<file path="src/dfo_pkg.sv">
// Constants and types for the decrement file register execute block.
// Operation
// - Opcode bits 15:10 equal 000001; bit 9 destination, bit 8 bank, bits 7:0 address.
// - Subtract one from the file register; destination 0 is working register, 1 file.
// - Update carry, digit carry, negative, overflow and zero; keep other status bits.
// - Bank bit 0 uses the access bank; 1 uses the bank number register as upper bits.
// - Extended set, bank bit 0 and address at most 95 select indexed literal offset.
package dfo_pkg;
  localparam logic [5:0] DFO_OPCODE = 6'h01;
  localparam int DFO_OP_HI = 15;
  localparam int DFO_OP_LO = 10;
  localparam int DFO_DEST_BIT = 9;
  localparam int DFO_BANK_BIT = 8;
  localparam int DFO_FILE_HI = 7;
  localparam int DFO_FILE_LO = 0;
  localparam logic [7:0] DFO_INDEX_LIMIT = 8'h5F;
  localparam logic [7:0] DFO_ACCESS_SPLIT = 8'h60;
  localparam logic [3:0] DFO_SFR_BANK = 4'hF;
  localparam logic [3:0] DFO_LOW_BANK = 4'h0;
  localparam logic [7:0] DFO_ONE = 8'h01;
  localparam int DFO_C = 0;
  localparam int DFO_DIGIT_CARRY = 1;
  localparam int DFO_Z = 2;
  localparam int DFO_OVERFLOW = 3;
  localparam int DFO_N = 4;
  typedef enum logic [1:0]
  {
    DFO_PH_DECODE = 2'b00,
    DFO_PH_READ = 2'b01,
    DFO_PH_PROCESS = 2'b11,
    DFO_PH_WRITE = 2'b10
  } dfo_phase_t;
endpackage

</file>
<file path="src/dfo_decrement_file_op.sv">
// Decode and execute logic for the decrement file register instruction.
module dfo_decrement_file_op
  import dfo_pkg::*;
(
  // Clock and reset.
  input wire logic clk_sys_i,
  input wire logic resetn_i,
  // Instruction and core state.
  input wire logic instr_valid_i,
  input wire logic [15:0] instr_i,
  input wire logic ext_set_en_i,
  input wire logic [3:0] bank_number_register_i,
  input wire logic [11:0] index_base_i,
  input wire logic [7:0] status_i,
  // Data memory.
  output logic [11:0] mem_addr_o,
  output logic mem_rd_o,
  input wire logic [7:0] mem_rdata_i,
  output logic mem_wr_o,
  output logic [7:0] mem_wdata_o,
  // Working register and status.
  output logic w_wr_o,
  output logic [7:0] w_data_o,
  output logic status_wr_o,
  output logic [7:0] status_o,
  output logic busy_o
);
  import dfo_pkg::*;

  // ----------------------------------------
  // Declarations.
  // ----------------------------------------
  dfo_phase_t phase_reg;
  logic active_reg;
  logic dest_reg;
  logic [11:0] addr_reg;
  logic [11:0] addr_next;
  logic [7:0] result_reg;
  logic [7:0] result_next;
  logic [7:0] status_reg;
  logic hit;
  logic take;
  logic dest_sel;
  logic bank_sel;
  logic [7:0] file_addr;
  logic in_index_window;
  logic use_index;
  logic use_low_bank;
  logic [12:0] idx_sum;
  logic [7:0] f;
  logic [8:0] diff;
  logic [4:0] low_diff;
  logic carry_flag;
  logic digit_carry_flag;
  logic negative_flag;
  logic zero_flag;
  logic overflow_flag;
  logic [7:0] st_next;
  logic read_phase;
  logic write_phase;

  // ----------------------------------------
  // Instruction decode.
  // ----------------------------------------
  assign hit = instr_valid_i && instr_i[DFO_OP_HI:DFO_OP_LO] == DFO_OPCODE;
  assign take = hit && phase_reg == DFO_PH_DECODE;
  assign dest_sel = instr_i[DFO_DEST_BIT];
  assign bank_sel = instr_i[DFO_BANK_BIT];
  assign file_addr = instr_i[DFO_FILE_HI:DFO_FILE_LO];
  assign in_index_window = file_addr <= DFO_INDEX_LIMIT;
  assign use_index = ext_set_en_i && !bank_sel && in_index_window;
  assign use_low_bank = file_addr < DFO_ACCESS_SPLIT;
  assign idx_sum = {1'b0, index_base_i} + {5'h00, file_addr};

  // ----------------------------------------
  // Phase sequencer.
  // ----------------------------------------
  always_ff @(posedge clk_sys_i or negedge resetn_i)
  begin
    if (!resetn_i)
    begin
      phase_reg <= DFO_PH_DECODE;
    end
    else
    begin
      unique case (phase_reg)
        DFO_PH_DECODE:
        begin
          if (take)
          begin
            phase_reg <= DFO_PH_READ;
          end
        end
        DFO_PH_READ:
        begin
          phase_reg <= DFO_PH_PROCESS;
        end
        DFO_PH_PROCESS:
        begin
          phase_reg <= DFO_PH_WRITE;
        end
        DFO_PH_WRITE:
        begin
          phase_reg <= DFO_PH_DECODE;
        end
      endcase
    end
  end

  // ----------------------------------------
  // Busy flag.
  // ----------------------------------------
  always_ff @(posedge clk_sys_i or negedge resetn_i)
  begin
    if (!resetn_i)
    begin
      active_reg <= 1'b0;
    end
    else if (take)
    begin
      active_reg <= 1'b1;
    end
    else if (write_phase)
    begin
      active_reg <= 1'b0;
    end
  end

  // ----------------------------------------
  // Operand address selection.
  // ----------------------------------------
  always_comb
  begin
    if (bank_sel)
    begin
      addr_next = {bank_number_register_i, file_addr};
    end
    else if (use_index)
    begin
      addr_next = idx_sum[11:0];
    end
    else if (use_low_bank)
    begin
      addr_next = {DFO_LOW_BANK, file_addr};
    end
    else
    begin
      addr_next = {DFO_SFR_BANK, file_addr};
    end
  end

  // ----------------------------------------
  // Operand capture.
  // ----------------------------------------
  always_ff @(posedge clk_sys_i or negedge resetn_i)
  begin
    if (!resetn_i)
    begin
      addr_reg <= 12'h000;
    end
    else if (take)
    begin
      addr_reg <= addr_next;
    end
  end

  always_ff @(posedge clk_sys_i or negedge resetn_i)
  begin
    if (!resetn_i)
    begin
      dest_reg <= 1'b0;
    end
    else if (take)
    begin
      dest_reg <= dest_sel;
    end
  end

  // ----------------------------------------
  // Arithmetic.
  // ----------------------------------------
  assign f = mem_rdata_i;
  assign diff = {1'b0, f} - {1'b0, DFO_ONE};
  assign low_diff = {1'b0, f[3:0]} - {1'b0, DFO_ONE[3:0]};
  assign result_next = diff[7:0];
  assign carry_flag = ~diff[8];
  assign digit_carry_flag = ~low_diff[4];
  assign negative_flag = diff[7];
  assign zero_flag = diff[7:0] == 8'h00;
  assign overflow_flag = f[7] & ~diff[7];

  // ----------------------------------------
  // Status merge.
  // ----------------------------------------
  always_comb
  begin
    st_next = status_i;
    st_next[DFO_C] = carry_flag;
    st_next[DFO_DIGIT_CARRY] = digit_carry_flag;
    st_next[DFO_N] = negative_flag;
    st_next[DFO_Z] = zero_flag;
    st_next[DFO_OVERFLOW] = overflow_flag;
  end

  // ----------------------------------------
  // Result registers.
  // ----------------------------------------
  always_ff @(posedge clk_sys_i or negedge resetn_i)
  begin
    if (!resetn_i)
    begin
      result_reg <= 8'h00;
    end
    else if (read_phase)
    begin
      result_reg <= result_next;
    end
  end

  always_ff @(posedge clk_sys_i or negedge resetn_i)
  begin
    if (!resetn_i)
    begin
      status_reg <= 8'h00;
    end
    else if (read_phase)
    begin
      status_reg <= st_next;
    end
  end

  // ----------------------------------------
  // Outputs.
  // ----------------------------------------
  assign read_phase = phase_reg == DFO_PH_READ;
  assign write_phase = phase_reg == DFO_PH_WRITE;
  assign mem_addr_o = addr_reg;
  assign mem_rd_o = read_phase;
  assign mem_wdata_o = result_reg;
  assign w_data_o = result_reg;
  assign status_o = status_reg;
  assign mem_wr_o = write_phase && dest_reg;
  assign w_wr_o = write_phase && !dest_reg;
  assign status_wr_o = write_phase;
  assign busy_o = active_reg;
endmodule

</file>
<file path="config.mk">
export PLATFORM = sky130hd
export DESIGN_NAME = dfo_decrement_file_op
export DESIGN_NICKNAME = d
export VERILOG_FILES = /design/src/dfo_pkg.sv /design/src/dfo_decrement_file_op.sv
export SDC_FILE = /design/constraint.sdc
export NUM_CORES = 1
export LEC_CHECK = 0
export BUFFER_PORTS_ARGS = -buffer_cell sky130_fd_sc_hd__clkbuf_2
export CAP_MARGIN = 20
export CORE_MARGIN = 2
export CORE_UTILIZATION = 30
export DETAILED_ROUTE_END_ITERATION = 8
export GPL_TIMING_DRIVEN = 0
export PLACE_DENSITY_LB_ADDON = 0.25
export REMOVE_ABC_BUFFERS = 1
export SLEW_MARGIN = 20
export SYNTH_ARGS = -nofsm -noshare
export SYNTH_HDL_FRONTEND = slang
export SYNTH_SLANG_ARGS = --single-unit
</file>
<file path="constraint.sdc">
create_clock -name clk_sys_i -period 2.2 [get_ports clk_sys_i]
set_input_delay 0.22 -clock clk_sys_i [delete_from_list [all_inputs] [get_ports clk_sys_i]]
set_output_delay 0.22 -clock clk_sys_i [all_outputs]
set_load 0.01 [all_outputs]
</file>
==> metrics.csv, run 1 <==
metric,value,unit
Sw Share,34.35,%
Vias/cell,4.632,
peak supply drop,457.1,uV
Net Sw Power,720.9,uW
max reg flops,12,
Unique masters post-synth,35,
design area,0.002452,sq mm
die height,84.20,um
1st-pass router iterations,4,
final RePlAce weighted congestion,0.8268,
hold slack,0.009753,ns
crit path DAT,2.10,ns
worst min-delay path class,primary input to async pin,
vias in the first global route,1583,
RSZ-0062 raised after global routing,false,
worst slew pin tran,0.8602,ns
critical path type,primary input to flip-flop,
Final Net Count,353,
first-pass GRT wire length,7044,um
Final ANT Viol Nets,0,
"Setup Fix Bufs, Post-CTS",0,
Starting Density,30.74,%
total grt overflow,0,
Finished Layout Cells,367,
CTS Hold Bufs,0,
CP Capture Type,flip-flop,
# IOs,93,
Max-Cap Viols,0,
multi-input logic area,0.001003,sq mm
power share of the clock group,23.0,%
"Hold Vio Cnt, Final",0,
root buf cell,clkbuf_8,
top-count cell post-synth,dfrtp_1,
initial antenna violation count,0,
CP startpoint kind,primary input,
fin crit period,1.971,ns
"Slew Viols, Final",0,
critical path peak fanout,3,
Slew HR,42.66,%
DR top layer,met4,
Core Region,0.006277,sq mm
cell taking the most area after synthesis,dfrtp_1,
IO Port Bufs,87,
DPL Wire Length,3419,um
maximum buffer depth of the clock tree,2,
Diodes inserted,0,
wire per inst,11.43,um
share of layout cells above drive strength 1,36.55,%
Pint,1.378,mW
DR WL met2,2055,um
CTS-repair resized insts,0,
"top cells by area, synth","dfrtp_1 (40%), a21oi_1 (7.8%), ha_1 (7.1%), nor2_1 (4.5%), mux2_2 (4.1%)",
# placed instances,359,
# clock sinks,31,
PwrDens,855.8,mW/mm^2
period utilization,89.57,%
CTS Buf Count,5,
met3 WL,210,um
Skew-Pair Late Insertion Delay,0.27,ns
post-synthesis sequential area ratio,40.21,%
Tot GR Track Use,12.02,%
Die Span X,84.20,um
Synth Area per Inst,9.101,sq um
Post-synth EDFFs,0,
ys async rst share,100.0,%
CTS tree,built,
post-synthesis cell count,212,
Sum Neg Setup Slack,0,ns
Iteration-0 DRC Markers,86,
largest net degree at the start of global routing,32,
Post-route DRC,0,
Synth top cells by count,"dfrtp_1 (31), a21oi_1 (30), nor2_1 (23)",
total number of vias,1700,
synthesized flop and latch total,31,
routed wire length,4196,um
P&R area growth vs syn,27.11,%
fmax,507.5,MHz
M1 WL,1894,um
FF/Latch Area,775.7,sq um
Logic pwr share,36.6,%
Static Leak,1.264,nW
"CTS clk-pin slew, worst paths",0.07,ns
H-Tree Depth,2,
"Top FF cell, synth",dfrtp_1,
placed cell area,0.002352,sq mm
Yosys top cell area share,40.21,%
status,completed,
Design Power,2.099,mW
fillers,695,
Seq pwr share,40.4,%
YS warnings,0,
Syn Std Cell Area,0.001929,sq mm
Row Count,29,
total die area,0.007089,sq mm
Clock Skew,0.004999,ns
WP data required,2.33,ns
Final Setup Violations,0,
## per-stage QoR
stage	worst slack (ns)	util, %
final	0.2294	39.07
after CTS	0.2451	39.07
after global placement	-0.04974	37.47
after detailed placement	-0.04223	37.47
after global routing	0.1148	39.07
after floorplan	0.3485	-
## cell type report
class | instances | share of cell area [%]
clock buffers | 8 | 4.082
repair buffers | 87 | 17.76
well taps | 77 | 3.929
multi-input cells | 153 | 40.92
inverters | 11 | 1.684
flip-flops and latches | 31 | 31.63
## worst max-delay path: stages
cell and delay, ns:
clkbuf_2 0.10, ha_1 0.21, inv_1 0.07, fa_1 0.38, nand2b_1 0.20, a211oi_1 0.38
o211ai_1 0.15, xnor2_1 0.14, a21oi_1 0.16, a21oi_1 0.08
## cell families after synthesis
family | synth area share (%)
muxes | 4.086
DFF | 40.21
xor gates and xnor gates | 5.901
AOI/OAI and AO/OA | 19.07
adders and majority gates | 8.171
and+or+nand+nor | 14.79
buffers and inverters | 7.782
## per-layer routing
layer | up-vias | global-route usage [%]
li1 | 873 | -
met1 | 785 | 16.13
met2 | 40 | 19.19
met3 | 2 | 3.147
met4 | 0 | 3.519
met5 | - | 0
## layout by cell type (no fill, tap or decap), types with 4 or more instances in the layout
cell       n
xor2_1     4
o21ai_0   13
nand2b_1   4
mux2_2     7
ha_1      11
clkbuf_2  87
xnor2_1    9
dfrtp_1   31
clkbuf_8   7
a21oi_1   30
nor3_1     5
inv_1     11
nor2_1    23
nand2_1   17
## power groups by stage
stage | registers (mW) | logic (mW) | clock network [mW]
floorplan | 0.970 | 0.296 | 0
global placement | 0.859 | 0.776 | 0
detailed placement | 0.864 | 0.783 | 0
CTS | 0.854 | 0.785 | 0.508
global route | 0.874 | 0.862 | 0.534
finish | 0.848 | 0.769 | 0.482
## path summary, 6_finish.rpt
path	depth (start not counted)	to	from	slack [ns]
worst max register to register	4	dest_reg$_DFFE_PN0P_	phase_reg[1]$_DFFE_PN0P_	0.40
max in group asynchronous	1	phase_reg[0]$_DFFE_PN0P_	resetn_i	1.69
worst min-delay path	1	mem_wdata_o[4]$_DFFE_PN0P_	resetn_i	0.01
worst max-delay path	10	mem_addr_o[10]$_DFFE_PN0P_	instr_i[0]	0.23
worst min register to register	0	phase_reg[1]$_DFFE_PN0P_	phase_reg[0]$_DFFE_PN0P_	0.46
min in group clk_sys_i	2	status_o[5]$_DFFE_PN0P_	status_i[5]	0.18
(Power assumes the default switching activity.)
==> run 2, diff against run 1 <==
--- a/config.mk
+++ b/config.mk
@@ -11,7 +11,7 @@
 export CORE_UTILIZATION = 30
 export DETAILED_ROUTE_END_ITERATION = 8
 export GPL_TIMING_DRIVEN = 0
-export PLACE_DENSITY_LB_ADDON = 0.25
+export PLACE_DENSITY = 0.67
 export REMOVE_ABC_BUFFERS = 1
 export SLEW_MARGIN = 20
 export SYNTH_ARGS = -nofsm -noshare
==> run 2 against run 1 <==
Effect of this change: the flow now finishes with violations (negative hold slack); via count grew 0.41%; global-route usage up 0.87 points; clock power increased by 19%.
==> metrics.csv, run 2 (synthesis gave the netlist of run 1 again) <==
metric,value,unit
"CTS clk-pin slew, worst paths",0.07,ns
Reg-to-Reg End,dest_reg$_DFFE_PN0P_,
failing checks,negative hold slack,
# placed instances,359,
first-pass GRT wire length,7410,um
met3 WL,279,um
"Slew Viols, Final",0,
"Hold Vio Cnt, Final",1,
Worst R2R Setup Slack,0.40,ns
largest net degree at the start of global routing,32,
power share of the clock group,26.0,%
die height,84.20,um
placed cell area,0.002352,sq mm
DR top layer,met4,
Net Sw Power,743.3,uW
worst min-delay path class,primary input to async pin,
"Setup Fix Bufs, Post-CTS",0,
Die Span X,84.20,um
Tot GR Track Use,12.89,%
peak supply drop,454.9,uV
CTS tree,built,
max reg flops,12,
Sum Neg Setup Slack,0,ns
Sw Share,33.75,%
fmax,519.0,MHz
CP startpoint kind,primary input,
"commonest non-fill, non-tap cell in the layout",clkbuf_2,
Core Region,0.006277,sq mm
worst slew pin tran,0.8857,ns
Slew HR,40.95,%
period utilization,87.59,%
DPL Wire Length,3646,um
wire per inst,12.25,um
design area,0.002470,sq mm
Finished Layout Cells,367,
most frequent cells in the layout,"clkbuf_2 (87), dfrtp_1 (31), a21oi_1 (30)",
hold slack,-0.002009,ns
total number of vias,1707,
CTS Hold Bufs,0,
IO Port Bufs,87,
Design Power,2.202,mW
crit path DAT,2.06,ns
CTS Buf Count,5,
CTS-repair resized insts,0,
Seq pwr share,38.4,%
root buf cell,clkbuf_8,
Starting Density,30.74,%
share of layout cells above drive strength 1,36.90,%
P&R area growth vs syn,28.02,%
status,finished with violations,
Vias/cell,4.651,
Iteration-0 DRC Markers,29,
PwrDens,891.7,mW/mm^2
DP Worst Slack,-0.002483,ns
maximum buffer depth of the clock tree,2,
critical path type,primary input to flip-flop,
worst r2r src,phase_reg[1]$_DFFE_PN0P_,
Logic pwr share,35.6,%
# clock sinks,31,
H-Tree Depth,2,
Post-route DRC,0,
total die area,0.007089,sq mm
crit path capture,mem_addr_o[10]$_DFFE_PN0P_,
RSZ-0062 raised after global routing,false,
WP data required,2.33,ns
M1 WL,2004,um
vias in the first global route,1595,
Row Count,29,
Max-Cap Viols,0,
Static Leak,1.274,nW
Skew-Pair Late Insertion Delay,0.28,ns
# IOs,93,
Clock Skew,0.006108,ns
Final Net Count,353,
Pint,1.459,mW
final RePlAce weighted congestion,0.8170,
final core occ,39.35,%
routed wire length,4497,um
Diodes inserted,0,
min setup slack post-route,0.2730,ns
1st-pass router iterations,4,
CP startpoint,instr_i[0],
initial antenna violation count,0,
fin crit period,1.927,ns
DR WL met2,2175,um
cell depth of the worst flop-to-flop path,4,
Final Setup Violations,0,
Final ANT Viol Nets,0,
CP Capture Type,flip-flop,
critical path peak fanout,3,
total grt overflow,0,
==> run 2: cell types whose count changed in the layout (fill, tap and decap cells not counted), sizes merged <==
cell	before	now
clkinv	0	1
clkbuf	95	93
bufinv	0	1
==> run 2: worst min path at each step <==
| stage | endpoint | slack (ns) | depth (start not counted) |
|---|---|---|---|
| after global placement | mem_wdata_o[6]$_DFFE_PN0P_ | 0.33 | 1 |
| after detailed placement | mem_wdata_o[6]$_DFFE_PN0P_ | 0.33 | 1 |
| after CTS | mem_wdata_o[6]$_DFFE_PN0P_ | 0.03 | 1 |
| final | mem_wdata_o[6]$_DFFE_PN0P_ | -0.002 | 1 |
| after global routing | status_o[3]$_DFFE_PN0P_ | 0.06 | 1 |
| after floorplan | busy_o$_DFFE_PN0P_ | -0.08 | 0 |
==> run 2: layer usage <==
metal	track usage, %	up-vias
li1	-	876
met1	17.05	769
met2	21.36	57
met3	2.852	5
met4	3.519	0
met5	0	-
==> run 2: power groups by stage <==
stage	clock network [mW]	logic, mW	registers [mW]
detailed placement	0	0.794	0.860
global placement	0	0.778	0.852
CTS	0.592	0.798	0.848
finish	0.573	0.783	0.846
global route	0.615	0.870	0.874
floorplan	0	0.296	0.970
==> run 2: area by class of cell <==
class / count / area (sq um)
well taps: 77 / 96.34
flip-flops and latches: 31 / 775.7
inverters: 11 / 41.29
clock inverters: 2 / 35.03
repair buffers: 87 / 435.4
multi-input cells: 153 / 1003
fillers: 659 / 3807
clock buffers: 6 / 82.58
==> run 2: critical path, stage by stage <==
cell and delay (ns):
clkbuf_2 0.09, ha_1 0.20, inv_1 0.07, fa_1 0.40, nand2b_1 0.20, a211oi_1 0.35
o211ai_1 0.15, xnor2_1 0.14, a21oi_1 0.15, a21oi_1 0.08
==> run 3, diff against run 2 <==
--- a/config.mk
+++ b/config.mk
@@ -11,7 +11,7 @@
 export CORE_UTILIZATION = 30
 export DETAILED_ROUTE_END_ITERATION = 8
 export GPL_TIMING_DRIVEN = 0
-export PLACE_DENSITY = 0.67
+export PLACE_DENSITY = 0.54
 export REMOVE_ABC_BUFFERS = 1
 export SLEW_MARGIN = 20
 export SYNTH_ARGS = -nofsm -noshare
==> run 3 against run 2 <==
Effect of this change: the flow now finishes without violations; sequential power barely moved; utilization did not move; global-route usage shrank 0.82 points; cell count did not move; worst hold slack improved by 0.017 ns; routed wire length is 3.4% lower; critical path depth stayed put; largest cell class unchanged; largest power group unchanged.
==> metrics.csv, run 3 (synthesis gave the netlist of run 1 again) <==
metric,value,unit
Final Setup Violations,0,
CTS-repair resized insts,0,
root buf cell,clkbuf_8,
critical path peak fanout,3,
crit path DAT,2.07,ns
CTS Hold Bufs,0,
RSZ-0062 raised after global routing,false,
Vias/cell,4.610,
max reg flops,12,
Max-Cap Viols,0,
CTS Buf Count,5,
routed wire length,4342,um
fin crit period,1.931,ns
cell depth of the worst flop-to-flop path,4,
Reg-to-Reg End,dest_reg$_DFFE_PN0P_,
Iteration-0 DRC Markers,65,
Slew HR,39.29,%
total grt overflow,0,
Clock Skew,0.006084,ns
P&R area growth vs syn,28.02,%
Worst R2R Setup Slack,0.42,ns
"Hold Vio Cnt, Final",0,
Row Count,29,
M1 GR Usage,15.33,%
H-Tree Depth,2,
# IOs,93,
min setup slack post-route,0.2688,ns
Static Leak,1.274,nW
Core Region,0.006277,sq mm
Design Power,2.197,mW
multi-input logic area,0.001003,sq mm
largest net degree at the start of global routing,32,
"commonest non-fill, non-tap cell in the layout",clkbuf_2,
final RePlAce weighted congestion,0.8614,
hold slack,0.01524,ns
initial antenna violation count,0,
peak supply drop,328.5,uV
worst slew pin tran,0.9106,ns
# clock sinks,31,
wire per inst,11.83,um
maximum buffer depth of the clock tree,2,
Diodes inserted,0,
"CTS clk-pin slew, worst paths",0.07,ns
period utilization,87.78,%
worst r2r src,phase_reg[1]$_DFFE_PN0P_,
CP Capture Type,flip-flop,
1st-pass router iterations,4,
worst min-delay path class,primary input to async pin,
met2 Use GR,20.85,%
total number of vias,1692,
WP data required,2.34,ns
vias in the first global route,1593,
Sum Neg Setup Slack,0,ns
first-pass GRT wire length,7024,um
FF/Latch Area,775.7,sq um
share of layout cells above drive strength 1,36.90,%
Skew-Pair Late Insertion Delay,0.28,ns
DP Worst Slack,-0.01707,ns
Final Net Count,353,
"Slew Viols, Final",0,
CP startpoint kind,primary input,
Starting Density,30.74,%
DPL Wire Length,3452,um
Tot GR Track Use,12.07,%
design area,0.002470,sq mm
# placed instances,359,
IO Port Bufs,87,
Post-route DRC,0,
GR Util met3,2.950,%
Final ANT Viol Nets,0,
CP startpoint,instr_i[0],
status,completed,
Finished Layout Cells,367,
PwrDens,889.3,mW/mm^2
most frequent cells in the layout,"clkbuf_2 (87), dfrtp_1 (31), a21oi_1 (30)",
critical path type,primary input to flip-flop,
Die Span X,84.20,um
placed cell area,0.002352,sq mm
die height,84.20,um
CTS tree,built,
fillers,674,
final core occ,39.35,%
busiest layer in global routing,met2,
"Setup Fix Bufs, Post-CTS",0,
fmax,517.8,MHz
total die area,0.007089,sq mm
==> run 3: cell counts in the layout (fill, tap and decap cells not counted) <==
No cell type changed its count.
==> run 3: worst max-delay path by stage <==
stage                                            end  slack, ns  cells past startpoint
after floorplan           mem_addr_o[10]$_DFFE_PN0P_       0.35                      9
after global placement    mem_addr_o[10]$_DFFE_PN0P_      -0.03                     10
after detailed placement  mem_addr_o[10]$_DFFE_PN0P_      -0.02                     10
after CTS                                   mem_rd_o       0.25                      3
after global routing                        mem_rd_o       0.09                      3
final                     mem_addr_o[10]$_DFFE_PN0P_       0.27                     10
==> run 3: metal layers <==
layer  routed length, um  share of wire [%]
met4                  21               0.48
met3                 209                4.8
met1                1981                 46
met2                2130                 49
met5                   0                  0
==> run 3: area by class of cell <==
cell class,instances,share of cell area (%)
clock buffers,6,3.343
clock inverters,2,1.418
inverters,11,1.672
multi-input cells,153,40.63
flip-flops and latches,31,31.41
well taps,77,3.901
repair buffers,87,17.63
==> run 3: power breakdown <==
part | leakage [nW] | internal, mW | total (mW) | switching [mW]
clock | 0.0612 | 0.366 | 0.576 | 0.210
sequential | 0.389 | 0.739 | 0.849 | 0.110
combinational | 0.824 | 0.354 | 0.771 | 0.418
total | 1.27 | 1.46 | 2.20 | 0.738
==> run 3: critical path: stages <==
cell	delay, ns
clkbuf_2	0.10
ha_1	0.22
inv_1	0.07
fa_1	0.39
nand2b_1	0.20
a211oi_1	0.37
o211ai_1	0.15
xnor2_1	0.14
a21oi_1	0.14
a21oi_1	0.07
